--- config.mk ---
export PLATFORM = sky130hd
export DESIGN_NAME = usb_ctrl_regs
export DESIGN_NICKNAME = d
export VERILOG_FILES = /design/src/usb_regs_pkg.sv /design/src/usb_ctrl_regs.sv
export SDC_FILE = /design/constraint.sdc
export NUM_CORES = 1
export LEC_CHECK = 0
export BUFFER_PORTS_ARGS = -buffer_cell sky130_fd_sc_hd__buf_2
export CAP_MARGIN = 20
export CORE_MARGIN = 2
export CORE_UTILIZATION = 45
export CTS_CLUSTER_SIZE = 28
export DETAILED_ROUTE_END_ITERATION = 16
export MAX_ROUTING_LAYER = met4
export PLACE_DENSITY = 0.75
export SLEW_MARGIN = 25
export SYNTH_ARGS = -nofsm -noshare
export SYNTH_HDL_FRONTEND = slang
export SYNTH_SLANG_ARGS = --single-unit
--- constraint.sdc ---
create_clock -name I_CLK_SYS -period 3.58 [get_ports I_CLK_SYS]
set_input_delay 0.716 -clock I_CLK_SYS [delete_from_list [all_inputs] [get_ports I_CLK_SYS]]
set_output_delay 0.716 -clock I_CLK_SYS [all_outputs]
set_load 0.02 [all_outputs]
--- src/usb_regs_pkg.sv ---
`default_nettype none
package usb_regs_pkg;

  // ---------------------------------------------------------------
  // register byte offsets
  // ---------------------------------------------------------------
  localparam logic [7:0] OFS_RX_DESC_PTR   = 8'h00;
  localparam logic [7:0] OFS_RX_BUF_ADDR   = 8'h04;
  localparam logic [7:0] OFS_RX_LENGTHS    = 8'h08;
  localparam logic [7:0] OFS_RX_BYTECNT    = 8'h0C;
  localparam logic [7:0] OFS_RX_COMP_PTR   = 8'h10;
  localparam logic [7:0] OFS_FUNC_ADDR     = 8'h14;
  localparam logic [7:0] OFS_POWER         = 8'h18;
  localparam logic [7:0] OFS_TX_IRQ_STAT   = 8'h1C;
  localparam logic [7:0] OFS_RX_IRQ_STAT   = 8'h20;
  localparam logic [7:0] OFS_TX_IRQ_EN     = 8'h24;
  localparam logic [7:0] OFS_RX_IRQ_EN     = 8'h28;
  localparam logic [7:0] OFS_WRAP_CTRL     = 8'h2C;

  // ---------------------------------------------------------------
  // field positions
  // ---------------------------------------------------------------
  localparam int POS_IN_PACKET   = 0;
  localparam int POS_MODE_BIT    = 0;
  localparam int POS_ENSUSP      = 0;
  localparam int POS_SUSPEND     = 1;
  localparam int POS_RESUME      = 2;
  localparam int POS_BUSRESET    = 3;
  localparam int POS_HS_ACTIVE   = 4;
  localparam int POS_HS_ALLOW    = 5;
  localparam int POS_SOFT_ATTACH = 6;
  localparam int POS_ISO_WAIT    = 7;
  localparam int POS_DIRECT_IRQ  = 0;

  // ---------------------------------------------------------------
  // reset values
  // ---------------------------------------------------------------
  localparam logic [7:0]  RST_POWER  = 8'h20;
  localparam logic [6:0]  RST_FUNCTION_ADDRESS  = 7'h00;
  localparam logic [4:0]  RST_IRQ_EN = 5'h00;
  localparam logic [29:0] RST_PTR30  = 30'h00000000;

  // power management register image
  typedef struct packed {
    logic iso_wait_for_frame;
    logic soft_attach;
    logic high_speed_allow;
    logic high_speed_active;
    logic bus_reset;
    logic resume;
    logic suspend_state;
    logic suspend_output_enable;
  } power_t;

  // events arriving from the usb core
  typedef struct packed {
    logic       bus_reset_seen;
    logic       resume_seen;
    logic       suspend_seen;
    logic       hs_done;
    logic       sof_token;
    logic       in_token;
    logic [4:0] tx_irq_set;
    logic [4:0] rx_irq_set;
  } core_evt_t;

endpackage
`default_nettype wire
--- src/usb_ctrl_regs.sv ---
// Decided for this implementation: the APB register port and the address map.
`timescale 1ns/1ps
`default_nettype none
// Function
// - rx dma in-packet flag at bit 0
// - descriptor pointer bits 31-2, bit 1 zero
// - full 32-bit buffer byte address
// - packet byte total in bits 31-16
// - free buffer bytes in bits 15-0
// - completion pointer holds last eop descriptor
// - compare mode match clears queue irq
// - readback mode loads pointer, raises irq
// - peripheral matches token address to function_address
// - host uses function_address as target address
// - iso wait: zero length before sof, peripheral role only
// - soft attach drives or tristates lines in peripheral role; host always drives
// - high speed allow resets to one
// - high speed active set after negotiation
// - bus reset bit set by bus signalling
// - resume bit drives resume signalling only while the suspend bit is set
// - host sets resume on detected resume
// - suspend bit set/cleared per role
// - suspend output gated by enable bit
// - tx irq status bits 4-0
// - rx irq status bits 4-1
// - reading irq status clears it
// - tx irq enable bits 4-0
module usb_ctrl_regs (
  input  wire logic                    I_CLK_SYS,      // 20 MHz system clock
  input  wire logic                    I_RST_B,        // async reset, low
  input  wire logic                    I_PSEL,         // apb select
  input  wire logic                    I_PENABLE,      // apb access phase
  input  wire logic                    I_PWRITE,       // apb direction
  input  wire logic [7:0]              I_PADDR,        // apb byte address
  input  wire logic [31:0]             I_PWDATA,       // apb write data
  output logic      [31:0]             O_PRDATA,       // apb read data
  output logic                         O_PREADY,       // apb ready
  output logic                         O_PSLVERR,      // apb error
  input  wire logic                    I_HOST_ROLE,    // 1 host, 0 peripheral
  input  wire usb_regs_pkg::core_evt_t I_EVT,          // core event pulses
  input  wire logic                    I_DMA_UPD,      // rx dma state update
  input  wire logic [29:0]             I_DMA_DESC,     // dma descriptor ptr
  input  wire logic [31:0]             I_DMA_BUF,      // dma buffer address
  input  wire logic [15:0]             I_DMA_PKT,      // dma packet total
  input  wire logic [15:0]             I_DMA_FREE,     // dma free bytes
  input  wire logic                    I_DMA_INPKT,    // dma inside packet
  input  wire logic                    I_DMA_EOP,      // eop descriptor done
  input  wire logic                    I_ISO_LOADED,   // iso packet loaded
  input  wire logic [6:0]              I_TOKEN_ADDR,   // token address field
  output logic                         O_TOKEN_MATCH,  // token is for us
  output logic      [6:0]              O_TARGET_ADDR,  // host target address
  output logic                         O_SEND_ZLP,     // send zero length
  output logic                         O_SEND_ISO,     // send readied iso
  output logic                         O_WRITE_SOP_LEN,// write sop word 3
  output logic      [15:0]             O_SOP_LEN,      // length to write
  output logic                         O_LINE_OE_B,    // d+/d- enable, low
  output logic                         O_HS_NEGOTIATE, // allow hs chirp
  output logic                         O_RESUME_DRV,   // drive resume
  output logic                         O_SUSPEND_OUT,  // suspend mode out
  output logic                         O_RXQ_IRQ,      // rx queue interrupt
  output logic                         O_IRQ           // endpoint interrupt
);

  // ---------------------------------------------------------------
  // bus decode
  // ---------------------------------------------------------------
  logic acc;
  logic wr;
  logic rd;
  logic known;
  assign acc       = I_PSEL & I_PENABLE;
  assign wr        = acc & I_PWRITE;
  assign rd        = acc & ~I_PWRITE;
  assign O_PREADY  = 1'b1;  // zero wait states, simplest for software
  assign known     = (I_PADDR[1:0] == 2'b00) && (I_PADDR <= usb_regs_pkg::OFS_WRAP_CTRL);
  assign O_PSLVERR = acc & ~known;

  // ---------------------------------------------------------------
  // rx dma state words
  // ---------------------------------------------------------------
  logic [29:0] desc_ptr_q;
  logic [31:0] buf_addr_q;
  logic [15:0] pkt_total_q;
  logic [15:0] free_q;
  logic [15:0] sop_total_q;
  logic [15:0] free_cnt_q;
  logic        in_pkt_q;
  logic        sop_wr_q;

  // hardware update beats a same-cycle software write
  always_ff @(posedge I_CLK_SYS or negedge I_RST_B) begin
    if (!I_RST_B) begin
      desc_ptr_q  <= usb_regs_pkg::RST_PTR30;
      buf_addr_q  <= 32'h00000000;
      pkt_total_q <= 16'h0000;
      free_q      <= 16'h0000;
      sop_total_q <= 16'h0000;
      free_cnt_q  <= 16'h0000;
      in_pkt_q    <= 1'b0;
    end else if (I_DMA_UPD) begin
      desc_ptr_q  <= I_DMA_DESC;
      buf_addr_q  <= I_DMA_BUF;
      pkt_total_q <= I_DMA_PKT;
      free_q      <= I_DMA_FREE;
      sop_total_q <= I_DMA_PKT;
      free_cnt_q  <= I_DMA_FREE;
      in_pkt_q    <= I_DMA_INPKT;
    end else if (wr) begin
      if (I_PADDR == usb_regs_pkg::OFS_RX_DESC_PTR) begin
        desc_ptr_q <= I_PWDATA[31:2];
        in_pkt_q   <= I_PWDATA[usb_regs_pkg::POS_IN_PACKET];
      end
      if (I_PADDR == usb_regs_pkg::OFS_RX_BUF_ADDR) begin
        buf_addr_q <= I_PWDATA;
      end
      if (I_PADDR == usb_regs_pkg::OFS_RX_LENGTHS) begin
        pkt_total_q <= I_PWDATA[31:16];
        free_q      <= I_PWDATA[15:0];
      end
      if (I_PADDR == usb_regs_pkg::OFS_RX_BYTECNT) begin
        sop_total_q <= I_PWDATA[31:16];
        free_cnt_q  <= I_PWDATA[15:0];
      end
    end
  end

  // eop processing writes the packet total into the sop descriptor
  always_ff @(posedge I_CLK_SYS or negedge I_RST_B) begin
    if (!I_RST_B) begin
      sop_wr_q  <= 1'b0;
      O_SOP_LEN <= 16'h0000;
    end else begin
      sop_wr_q <= I_DMA_EOP;
      if (I_DMA_EOP) begin
        O_SOP_LEN <= pkt_total_q;
      end
    end
  end
  assign O_WRITE_SOP_LEN = sop_wr_q;

  // ---------------------------------------------------------------
  // completion pointer
  // ---------------------------------------------------------------
  logic [29:0] comp_q;
  logic        rxq_irq_q;
  logic        comp_acc;
  logic        mode_bit;
  assign comp_acc = acc && (I_PADDR == usb_regs_pkg::OFS_RX_COMP_PTR);
  assign mode_bit = I_PWDATA[usb_regs_pkg::POS_MODE_BIT];

  // dma completion raises the irq and wins over a compare clear
  always_ff @(posedge I_CLK_SYS or negedge I_RST_B) begin
    if (!I_RST_B) begin
      comp_q    <= usb_regs_pkg::RST_PTR30;
      rxq_irq_q <= 1'b0;
    end else if (I_DMA_EOP) begin
      comp_q    <= I_DMA_DESC;
      rxq_irq_q <= 1'b1;
    end else if (comp_acc && I_PWRITE && mode_bit) begin
      comp_q    <= I_PWDATA[31:2];
      rxq_irq_q <= 1'b1;
    end else if (comp_acc && I_PWRITE && (I_PWDATA[31:2] == comp_q)) begin
      rxq_irq_q <= 1'b0;
    end
  end
  assign O_RXQ_IRQ = rxq_irq_q;

  // ---------------------------------------------------------------
  // function address and power management
  // ---------------------------------------------------------------
  logic [6:0]           function_address_q;
  usb_regs_pkg::power_t pwr_q;
  logic                 pwr_wr;
  logic                 irq_rd;
  assign pwr_wr = wr && (I_PADDR == usb_regs_pkg::OFS_POWER);
  assign irq_rd = rd && ((I_PADDR == usb_regs_pkg::OFS_TX_IRQ_STAT) ||
                         (I_PADDR == usb_regs_pkg::OFS_RX_IRQ_STAT));

  always_ff @(posedge I_CLK_SYS or negedge I_RST_B) begin
    if (!I_RST_B) begin
      function_address_q <= usb_regs_pkg::RST_FUNCTION_ADDRESS;
    end else if (wr && (I_PADDR == usb_regs_pkg::OFS_FUNC_ADDR)) begin
      function_address_q <= I_PWDATA[6:0];
    end
  end

  assign O_TOKEN_MATCH = ~I_HOST_ROLE & (I_TOKEN_ADDR == function_address_q);
  assign O_TARGET_ADDR = function_address_q;

  // hardware sets win over software clears on every status bit
  always_ff @(posedge I_CLK_SYS or negedge I_RST_B) begin
    if (!I_RST_B) begin
      pwr_q <= usb_regs_pkg::RST_POWER;
    end else begin
      if (pwr_wr) begin
        pwr_q.iso_wait_for_frame    <= I_PWDATA[usb_regs_pkg::POS_ISO_WAIT];
        pwr_q.soft_attach           <= I_PWDATA[usb_regs_pkg::POS_SOFT_ATTACH];
        pwr_q.high_speed_allow      <= I_PWDATA[usb_regs_pkg::POS_HS_ALLOW];
        pwr_q.suspend_output_enable <= I_PWDATA[usb_regs_pkg::POS_ENSUSP];
      end
      // hs status, cleared by a new bus reset
      if (I_EVT.hs_done && pwr_q.high_speed_allow) begin
        pwr_q.high_speed_active <= 1'b1;
      end else if (I_EVT.bus_reset_seen) begin
        pwr_q.high_speed_active <= 1'b0;
      end
      // bus reset: writable only in host role
      if (I_EVT.bus_reset_seen) begin
        pwr_q.bus_reset <= 1'b1;
      end else if (pwr_wr && I_HOST_ROLE) begin
        pwr_q.bus_reset <= I_PWDATA[usb_regs_pkg::POS_BUSRESET];
      end else if (!I_HOST_ROLE) begin
        pwr_q.bus_reset <= 1'b0;
      end
      // resume
      if (I_HOST_ROLE && I_EVT.resume_seen && pwr_q.suspend_state) begin
        pwr_q.resume <= 1'b1;
      end else if (pwr_wr) begin
        pwr_q.resume <= I_PWDATA[usb_regs_pkg::POS_RESUME];
      end
      // suspend
      if (!I_HOST_ROLE && I_EVT.suspend_seen) begin
        pwr_q.suspend_state <= 1'b1;
      end else if (pwr_wr && I_HOST_ROLE) begin
        pwr_q.suspend_state <= I_PWDATA[usb_regs_pkg::POS_SUSPEND];
      end else if (!I_HOST_ROLE && (irq_rd || (pwr_wr && I_PWDATA[usb_regs_pkg::POS_RESUME]))) begin
        pwr_q.suspend_state <= 1'b0;
      end
    end
  end

  // line and speed controls straight from the register bits; the host role always enables the lines
  assign O_LINE_OE_B    = I_HOST_ROLE ? 1'b0 : ~pwr_q.soft_attach;
  assign O_HS_NEGOTIATE = pwr_q.high_speed_allow;
  assign O_RESUME_DRV   = pwr_q.resume & pwr_q.suspend_state;
  assign O_SUSPEND_OUT  = pwr_q.suspend_state & pwr_q.suspend_output_enable;

  // ---------------------------------------------------------------
  // iso update: hold loaded packet until sof
  // ---------------------------------------------------------------
  logic iso_hold_q;
  logic iso_mode;
  assign iso_mode = pwr_q.iso_wait_for_frame & ~I_HOST_ROLE;

  always_ff @(posedge I_CLK_SYS or negedge I_RST_B) begin
    if (!I_RST_B) begin
      iso_hold_q <= 1'b0;
    end else if (I_ISO_LOADED) begin
      iso_hold_q <= 1'b1;
    end else if (I_EVT.sof_token || !iso_mode) begin
      iso_hold_q <= 1'b0;
    end
  end
  assign O_SEND_ZLP = iso_mode & iso_hold_q & I_EVT.in_token;
  assign O_SEND_ISO = I_EVT.in_token & ~(iso_mode & iso_hold_q);

  // ---------------------------------------------------------------
  // endpoint interrupts
  // ---------------------------------------------------------------
  logic [4:0] tx_stat_q;
  logic [4:0] rx_stat_q;
  logic [4:0] tx_en_q;
  logic [4:0] rx_en_q;
  logic       direct_q;
  logic       tx_rd;
  logic       rx_rd;
  assign tx_rd = rd && (I_PADDR == usb_regs_pkg::OFS_TX_IRQ_STAT);
  assign rx_rd = rd && (I_PADDR == usb_regs_pkg::OFS_RX_IRQ_STAT);

  // one tx and one rx flop per endpoint; a set on the read cycle survives
  for (genvar g = 0; g < 5; g++) begin : g_ep
    always_ff @(posedge I_CLK_SYS or negedge I_RST_B) begin
      if (!I_RST_B) begin
        tx_stat_q[g] <= 1'b0;
        rx_stat_q[g] <= 1'b0;
      end else begin
        if (I_EVT.tx_irq_set[g]) begin
          tx_stat_q[g] <= 1'b1;
        end else if (tx_rd) begin
          tx_stat_q[g] <= 1'b0;
        end
        if (I_EVT.rx_irq_set[g] && (g != 0)) begin
          rx_stat_q[g] <= 1'b1;
        end else if (rx_rd) begin
          rx_stat_q[g] <= 1'b0;
        end
      end
    end
  end

  always_ff @(posedge I_CLK_SYS or negedge I_RST_B) begin
    if (!I_RST_B) begin
      tx_en_q  <= usb_regs_pkg::RST_IRQ_EN;
      rx_en_q  <= usb_regs_pkg::RST_IRQ_EN;
      direct_q <= 1'b0;
    end else if (wr) begin
      if (I_PADDR == usb_regs_pkg::OFS_TX_IRQ_EN) begin
        tx_en_q <= I_PWDATA[4:0];
      end
      if (I_PADDR == usb_regs_pkg::OFS_RX_IRQ_EN) begin
        rx_en_q <= {I_PWDATA[4:1], 1'b0};
      end
      if (I_PADDR == usb_regs_pkg::OFS_WRAP_CTRL) begin
        direct_q <= I_PWDATA[usb_regs_pkg::POS_DIRECT_IRQ];
      end
    end
  end

  assign O_IRQ = |(tx_stat_q & tx_en_q) | |(rx_stat_q & rx_en_q);

  // ---------------------------------------------------------------
  // read mux (registered data would add a wait; kept combinational)
  // ---------------------------------------------------------------
  always_comb begin
    O_PRDATA = 32'h00000000;
    if (rd) begin
      unique case (I_PADDR)
        usb_regs_pkg::OFS_RX_DESC_PTR: O_PRDATA = {desc_ptr_q, 1'b0, in_pkt_q};
        usb_regs_pkg::OFS_RX_BUF_ADDR: O_PRDATA = buf_addr_q;
        usb_regs_pkg::OFS_RX_LENGTHS:  O_PRDATA = {pkt_total_q, free_q};
        usb_regs_pkg::OFS_RX_BYTECNT:  O_PRDATA = {sop_total_q, free_cnt_q};
        usb_regs_pkg::OFS_RX_COMP_PTR: O_PRDATA = {comp_q, 2'b00};
        usb_regs_pkg::OFS_FUNC_ADDR:   O_PRDATA = {25'h0000000, function_address_q};
        usb_regs_pkg::OFS_POWER:       O_PRDATA = {24'h000000, pwr_q};
        usb_regs_pkg::OFS_TX_IRQ_STAT: O_PRDATA = {27'h0000000, tx_stat_q};
        usb_regs_pkg::OFS_RX_IRQ_STAT: O_PRDATA = {27'h0000000, rx_stat_q[4:1], 1'b0};
        usb_regs_pkg::OFS_TX_IRQ_EN:   O_PRDATA = {27'h0000000, tx_en_q};
        usb_regs_pkg::OFS_RX_IRQ_EN:   O_PRDATA = {27'h0000000, rx_en_q};
        usb_regs_pkg::OFS_WRAP_CTRL:   O_PRDATA = {31'h00000000, direct_q};
        default:                       O_PRDATA = 32'h00000000;
      endcase
    end
  end
endmodule // usb_ctrl_regs
`default_nettype wire

==> summary.txt, run 1 <==
Status
  – Status: finished clean

Worst setup path
  – CP peak stage delay: between 600 and 700 ps
  – Worst EP arrival: 2670 ps
  – CP max FO: 9
  – Origin of the critical flop-to-flop path: comp_q[9]$_DFFE_PN0P_
  – R2R depth: 5
  – CP Class: in2out
  – Crit path cell chain: buf_2 > or4_1 > buf_4 > nor2_8 > buf_4 > a22oi_1 > a31oi_1 > buf_2
  – FF-to-FF End: O_RXQ_IRQ$_DFFE_PN0P_
  – Slowest library cell on the worst path: or4_1
  – Flop2flop setup slack: 1920 ps
  – Startpoint Class: input pin
  – Worst Path Required: around 2900 ps
  – Crit end category: output port

CTS
  – CTS Sinks: 210
  – Hold_buf cts: 0
  – CTS tree: yes
  – Clock latency on the worst-skew pair: ~500 ps
  – Clk buf depth: 3
  – Reg clk slew, reported paths: 60 ps
  – Post-CTS setup buffers: 0
  – H-tree depth: 1
  – CTS resizes: 0
  – Clock root cell: clkbuf_16
  – Num CTS Buffers: 24

Floorplan
  – Boundary Pins: 234
  – Initial core utilization: between 40% and 50%
  – Die H: 159.3 µm
  – Die Wd: ~160 µm
  – Site Rows: 56
  – Core Area: 23610 µm²
  – Die Footprint: 25380 µm²

Layout
  – Fin nets: 1431
  – Layout Utilization: 56.11%
  – Commonest non-fill, non-tap cell in the layout: buf_2
  – Area growth syn-to-layout: 22.05%
  – Non-Filler Instances: 1606
  – Commonest cells after routing, fill and taps aside: 229 x buf_2, 209 x dfrtp_1, 133 x mux2i_1
  – Final instance area: roughly 13000 µm²
  – Fraction of layout cells with a size suffix above 1: 30.03%

STA
  – Crit share post-route: roughly 94%
  – Setup ws final: around 200 ps
  – RSZ-0062 raised after global routing: false
  – Clock Skews: 7.616 ps
  – Setup TNS: 0 ps
  – Hold_ws: 198.2 ps
  – Fmax: 295.6 MHz
  – Worst-margin pin slew: 611.3 ps
  – Relative slew slack: 59.25%
  – Final setup fails: 0
  – Final hold vios: 0
  – Max-slew violations: 0
  – Minimum clock period: between 3000 and 4000 ps

GRT
  – Largest net degree at the start of global routing: 67
  – First-pass GRT wire length: 51.54 mm
  – Antenna violations before repair: 5
  – Gr ovfl total: 0
  – Vias in the first global route: 9311
  – GRT Total Usage: 26.14%

Logic synthesis
  – Sequential area share after synthesis: 48.42%
  – Distinct cells, synth: 48
  – Cell Area, Synth: 10860 µm²
  – Post-synthesis cell count: 1055
  – Synth Register Bits: 210
  – Syn Nets: approximately 1200
  – FFs w/ async S/R, synth: 100.0%
  – Main synth FF type: dfrtp_1
  – Syn. warnings: 0
  – Post-synth EDFFs: 0
  – Avg Cell Area, Syn: 10.29 µm²

Power and ir drop
  – Clock share of power: about two fifths
  – Sw power: 1.568 mW
  – Peak VDD IR: ~0.34 mV
  – Sequential power share: between 40% and 50%
  – Sw frac: 25.97%
  – Logic pwr share: 13.0%
  – Total power: 6.037 mW
  – Leakage: 6.286 nW
  – Pwr dens: 455.6 nW/µm²
  – Internal power: 4.469 mW

Placement
  – RD Place Congestion: a little over 0.9
  – Worst slack at placement: about 250 ps
  – Port bufs: around 230
  – Detail Placement HPWL: between 20 and 25 mm
  – Placed cells: 1557
  – Placed cell area: ~12000 µm²

Drt
  – DR WL/cell: 20.10 µm
  – Total wire length: 32.28 mm
  – Detailed Route Iter0 Violations: 836
  – Post-DRT Antenna Nets: 0
  – Drt pass-1 iters: 8
  – Vias per std cell: 5.700
  – Via count: 9154
  – DRC violations left: 0

Run
  – Max cap viols: 0

Min path
  – Hold crit path type: in2async
-- cell families (layout without fill, tap and decap cells) --
| logic type | count (synthesis) | count (layout) | share of synthesized area (%) |
|---|---|---|---|
| AOI/OAI and AO/OA | 291 | 291 | 17.18 |
| buffers and inverters | 82 | 309 | 4.022 |
| DFF | 210 | 210 | 48.42 |
| and+or+nand+nor | 259 | 259 | 10.64 |
| xor gates and xnor gates | 37 | 37 | 2.985 |
| other | 1 | 6 | 0.03454 |
| muxes | 175 | 175 | 16.72 |
-- final cells by class --
| class | instances | area [µm²] |
|---|---|---|
| sequential | 210 | 5256 |
| clock inverter | 7 | 85.08 |
| fill | 2105 | 10360 |
| clock buffer | 37 | 740.7 |
| timing repair buffer | 263 | 1558 |
| inverter | 2 | 7.507 |
| multi-input combinational | 763 | 5191 |
| tap | 319 | 399.1 |
| antenna | 5 | 12.51 |
-- synth_stat cells, types with 2 or more instances --
cell type	count	share of area [%]
a21o_1	12	0.83
a21oi_1	42	1.9
a21oi_2	28	2.3
a222oi_1	8	0.74
a22o_1	6	0.48
a22oi_1	58	4.0
a31oi_1	32	1.8
a32oi_1	2	0.16
and2_1	6	0.35
and3_1	2	0.12
buf_1	3	0.10
buf_2	22	1.0
buf_4	9	0.62
buf_6	9	0.93
clkbuf_1	37	1.3
dfrtp_1	209	48
inv_1	2	0.069
mux2_2	41	4.3
mux2i_1	133	12
nand2_1	131	4.5
nand2_2	2	0.12
nand3_1	4	0.18
nand3b_1	4	0.28
nand4_1	6	0.35
nor2_1	80	2.8
nor2_8	2	0.37
nor4_1	10	0.58
nor4b_1	3	0.24
o21ai_0	83	3.8
o21ai_1	14	0.65
or4_1	2	0.14
or4b_1	2	0.18
xnor2_1	14	1.1
xor2_1	23	1.9
-- power by group through the flow --
| stage | Clock (mW) | Combinational, mW | Sequential [mW] |
|---|---|---|---|
| floorplan | 0 | 0.426 | 2.76 |
| finish | 2.52 | 0.784 | 2.73 |
| CTS | 2.57 | 0.791 | 2.73 |
| detailed placement | 0 | 0.787 | 2.77 |
| global route | 2.67 | 0.869 | 2.75 |
| global placement | 0 | 0.769 | 2.76 |
-- worst max-delay path, delay by kind of cell --
kind                   cells  cell delay, ps
AOI/OAI and AO/OA          2             380
buffers and inverters      4             810
and+or+nand+nor            2             750
-- state kept, by name, indices dropped and copies added, names as in the netlist, 7 cells and up --
| name | flops |
|---|---|
| O_TARGET_ADDR | 7 |
| O_SOP_LEN | 16 |
| pwr_q | 7 |
| buf_addr_q | 32 |
| comp_q | 30 |
| pkt_total_q | 16 |
| free_q | 16 |
| free_cnt_q | 16 |
| desc_ptr_q | 30 |
| sop_total_q | 16 |
-- routing by layer --
metal	GRT usage (%)	routed length, µm
met5	-	0
met4	7.645	899
met3	4.064	2232
met2	42.21	15460
met1	34.31	13680
-- how the worst max path moves through the flow --
stage	start	to	slack (ps)
2_1_floorplan	I_PADDR[4]	O_PRDATA[21]	350
3_3_place_gp	I_PADDR[5]	O_PRDATA[6]	210
3_5_place_dp	I_PADDR[5]	O_PRDATA[31]	250
4_1_cts	I_PADDR[5]	O_PRDATA[13]	240
5_1_grt	I_PADDR[5]	O_PRDATA[6]	110
6_report	I_PADDR[5]	O_PRDATA[13]	200
Note: power is estimated with default switching activity, not from simulation.
==> inputs of run 2 (changes only) <==
Settings changed: CORE_UTILIZATION 45 to 47, PLACE_DENSITY 0.75 to 0.77.
==> run 2 against run 1 <==
Net effect: hold slack better by 85 ps; register-to-register slack better by 40 ps; sequential share of layout area rose by 0.47 points; sequential power is essentially flat; largest power group unchanged.
==> summary.txt, run 2 (synthesis results as in run 1) <==
GRT
  – Gr ovfl total: 0 (unchanged)
  – Vias in the first global route: 9049 (-2.8%)
  – Largest net degree at the start of global routing: 95 (+42%)
  – Antenna violations before repair: 4 (-1)
  – GRT Total Usage: 27.48% (+1.3 points)
  – First-pass GRT wire length: 50.76 mm (-1.5%)

Run
  – Max cap viols: 0 (unchanged)

Placement
  – Worst slack at placement: 176.2 ps (-77.77 ps)
  – Detail Placement HPWL: 22.58 mm (+0.67%)
  – Port bufs: 231 (unchanged)
  – RD Place Congestion: 0.8921 (-4.6%)
  – Placed cells: 1526 (-2.0%)
  – Placed cell area: 12350 µm² (-0.46%)

Drt
  – Detailed Route Iter0 Violations: 629 (-25%)
  – DRC violations left: 0 (unchanged)
  – Vias per std cell: 5.844 (+2.5%)
  – DR WL/cell: 20.85 µm (+3.7%)
  – WL met3: 2.338 mm (+4.7%)
  – Drt pass-1 iters: 8 (unchanged)
  – Highest metal used: met4
  – Via count: 9181 (+0.29%)
  – Total wire length: 32.75 mm (+1.5%)
  – DR WL met2: 15.82 mm (+2.3%)
  – Post-DRT Antenna Nets: 0 (unchanged)
  – M1 WL: 13.95 mm (+1.9%)

STA
  – Worst-margin pin slew: 841.6 ps (+230.3 ps)
  – Fmax: 290.8 MHz (-1.6%)
  – Clock Skews: 10.90 ps (+3.281 ps)
  – Relative slew slack: 43.89% (-15 points)
  – RSZ-0062 raised after global routing: false
  – Setup ws final: 140.9 ps (-56.02 ps)
  – Crit share post-route: 96.06% (+1.6 points)
  – Setup TNS: 0 ps (unchanged)
  – Minimum clock period: 3439 ps (+56.02 ps)
  – Final setup fails: 0 (unchanged)
  – Final hold vios: 0 (unchanged)
  – Hold_ws: 283.0 ps (+84.76 ps)
  – Max-slew violations: 0 (unchanged)

Worst setup path
  – Origin of the critical flop-to-flop path: comp_q[9]$_DFFE_PN0P_
  – CP peak stage delay: 650 ps (+30 ps)
  – R2R depth: 5 (unchanged)
  – Slowest library cell on the worst path: or4_1
  – Crit path cell chain: buf_2 > or4_1 > buf_4 > nor2_8 > buf_12 > a22oi_1 > a31oi_1 > buf_2
  – Worst EP arrival: 2720 ps (+50 ps)
  – CP Class: in2out
  – Startpoint Class: input pin
  – Flop2flop setup slack: 1960 ps (+40 ps)
  – FF-to-FF End: O_RXQ_IRQ$_DFFE_PN0P_
  – Cell mode on critical path: buf_2
  – CP max FO: 27 (+18)
  – Worst Path Required: 2860 ps (about the same)
  – CP endpoint: O_PRDATA[12]
  – Crit end category: output port
  – Worst setup path startpoint: I_PADDR[5]

Power and ir drop
  – Pwr dens: 443.3 nW/µm² (-2.7%)
  – Peak VDD IR: 0.3872 mV (+13%)
  – Total power: 5.804 mW (-3.8%)
  – Leakage: 6.234 nW (-0.83%)

Layout
  – Largest Register: buf_addr_q
  – Fraction of layout cells with a size suffix above 1: 29.98% (-0.055 points)
  – Commonest non-fill, non-tap cell in the layout: buf_2
  – Non-Filler Instances: 1571 (-2.2%)
  – Layout Utilization: 57.84% (+1.7 points)
  – Largest registers: buf_addr_q x32, comp_q x30, desc_ptr_q x30
  – Commonest cells after routing, fill and taps aside: 229 x buf_2, 209 x dfrtp_1, 133 x mux2i_1
  – Final instance area: 13100 µm² (-1.2%)
  – Fin nets: 1433 (+0.14%)
  – Largest register FFs: 32 (unchanged)
  – Area growth syn-to-layout: 20.62%

CTS
  – Clock latency on the worst-skew pair: 510 ps (about the same)
  – Clock root cell: clkbuf_16
  – H-tree depth: 1 (unchanged)
  – Num CTS Buffers: 23 (-4.2%)
  – CTS resizes: 0 (unchanged)
  – Reg clk slew, reported paths: 60 ps (about the same)
  – Hold_buf cts: 0 (unchanged)
  – CTS Sinks: 210 (unchanged)
  – Post-CTS setup buffers: 0 (unchanged)
  – CTS tree: yes
  – Clk buf depth: 3 (unchanged)

Floorplan
  – Die Wd: 156.0 µm (-2.1%)
  – Initial core utilization: 47.95% (+2.0 points)
  – Core Area: 22640 µm² (-4.1%)
  – Site Rows: 55 (-1.8%)
  – Die Footprint: 24330 µm² (-4.1%)
  – Die H: 156.0 µm (-2.1%)
  – Boundary Pins: 234 (unchanged)

Min path
  – Hold crit path type: in2async

Status
  – Status: finished clean
## run 2: per-layer routing
metal	global-route usage [%]	vias to the layer above
met4	7.296	0
met3	3.472	49
met2	43.28	404
li1	-	4234
met1	37.91	4494
met5	-	-
## run 2: final cells by class
type | instances | area [µm²]
antenna | 5 | 12.51
clock buffer | 36 | 704.4
clock inverter | 4 | 23.77
fill | 1929 | 9545
inverter | 2 | 7.507
multi-input combinational | 763 | 5191
sequential | 210 | 5256
tap | 285 | 356.6
timing repair buffer | 266 | 1543
## run 2: worst min-delay path by stage
stage	to	cells after the start
3_3_place_gp	O_RXQ_IRQ$_DFFE_PN0P_	2
3_5_place_dp	O_RXQ_IRQ$_DFFE_PN0P_	2
4_1_cts	comp_q[2]$_DFFE_PN0P_	1
2_1_floorplan	O_RXQ_IRQ$_DFFE_PN0P_	0
5_1_grt	free_cnt_q[9]$_DFFE_PN0P_	1
6_report	desc_ptr_q[7]$_DFFE_PN0P_	1
## run 2: critical path: cells and delay by family
family	cells	cell delay, ps
compound gates	2	390
buf+inv	4	840
simple gates	2	770
## run 2: power by group
group,leakage (nW),switching [mW],internal (mW),total [mW]
clock,0.363,0.943,1.34,2.29
combinational,3.40,0.469,0.322,0.790
sequential,2.47,0.143,2.59,2.73
total,6.23,1.55,4.25,5.80
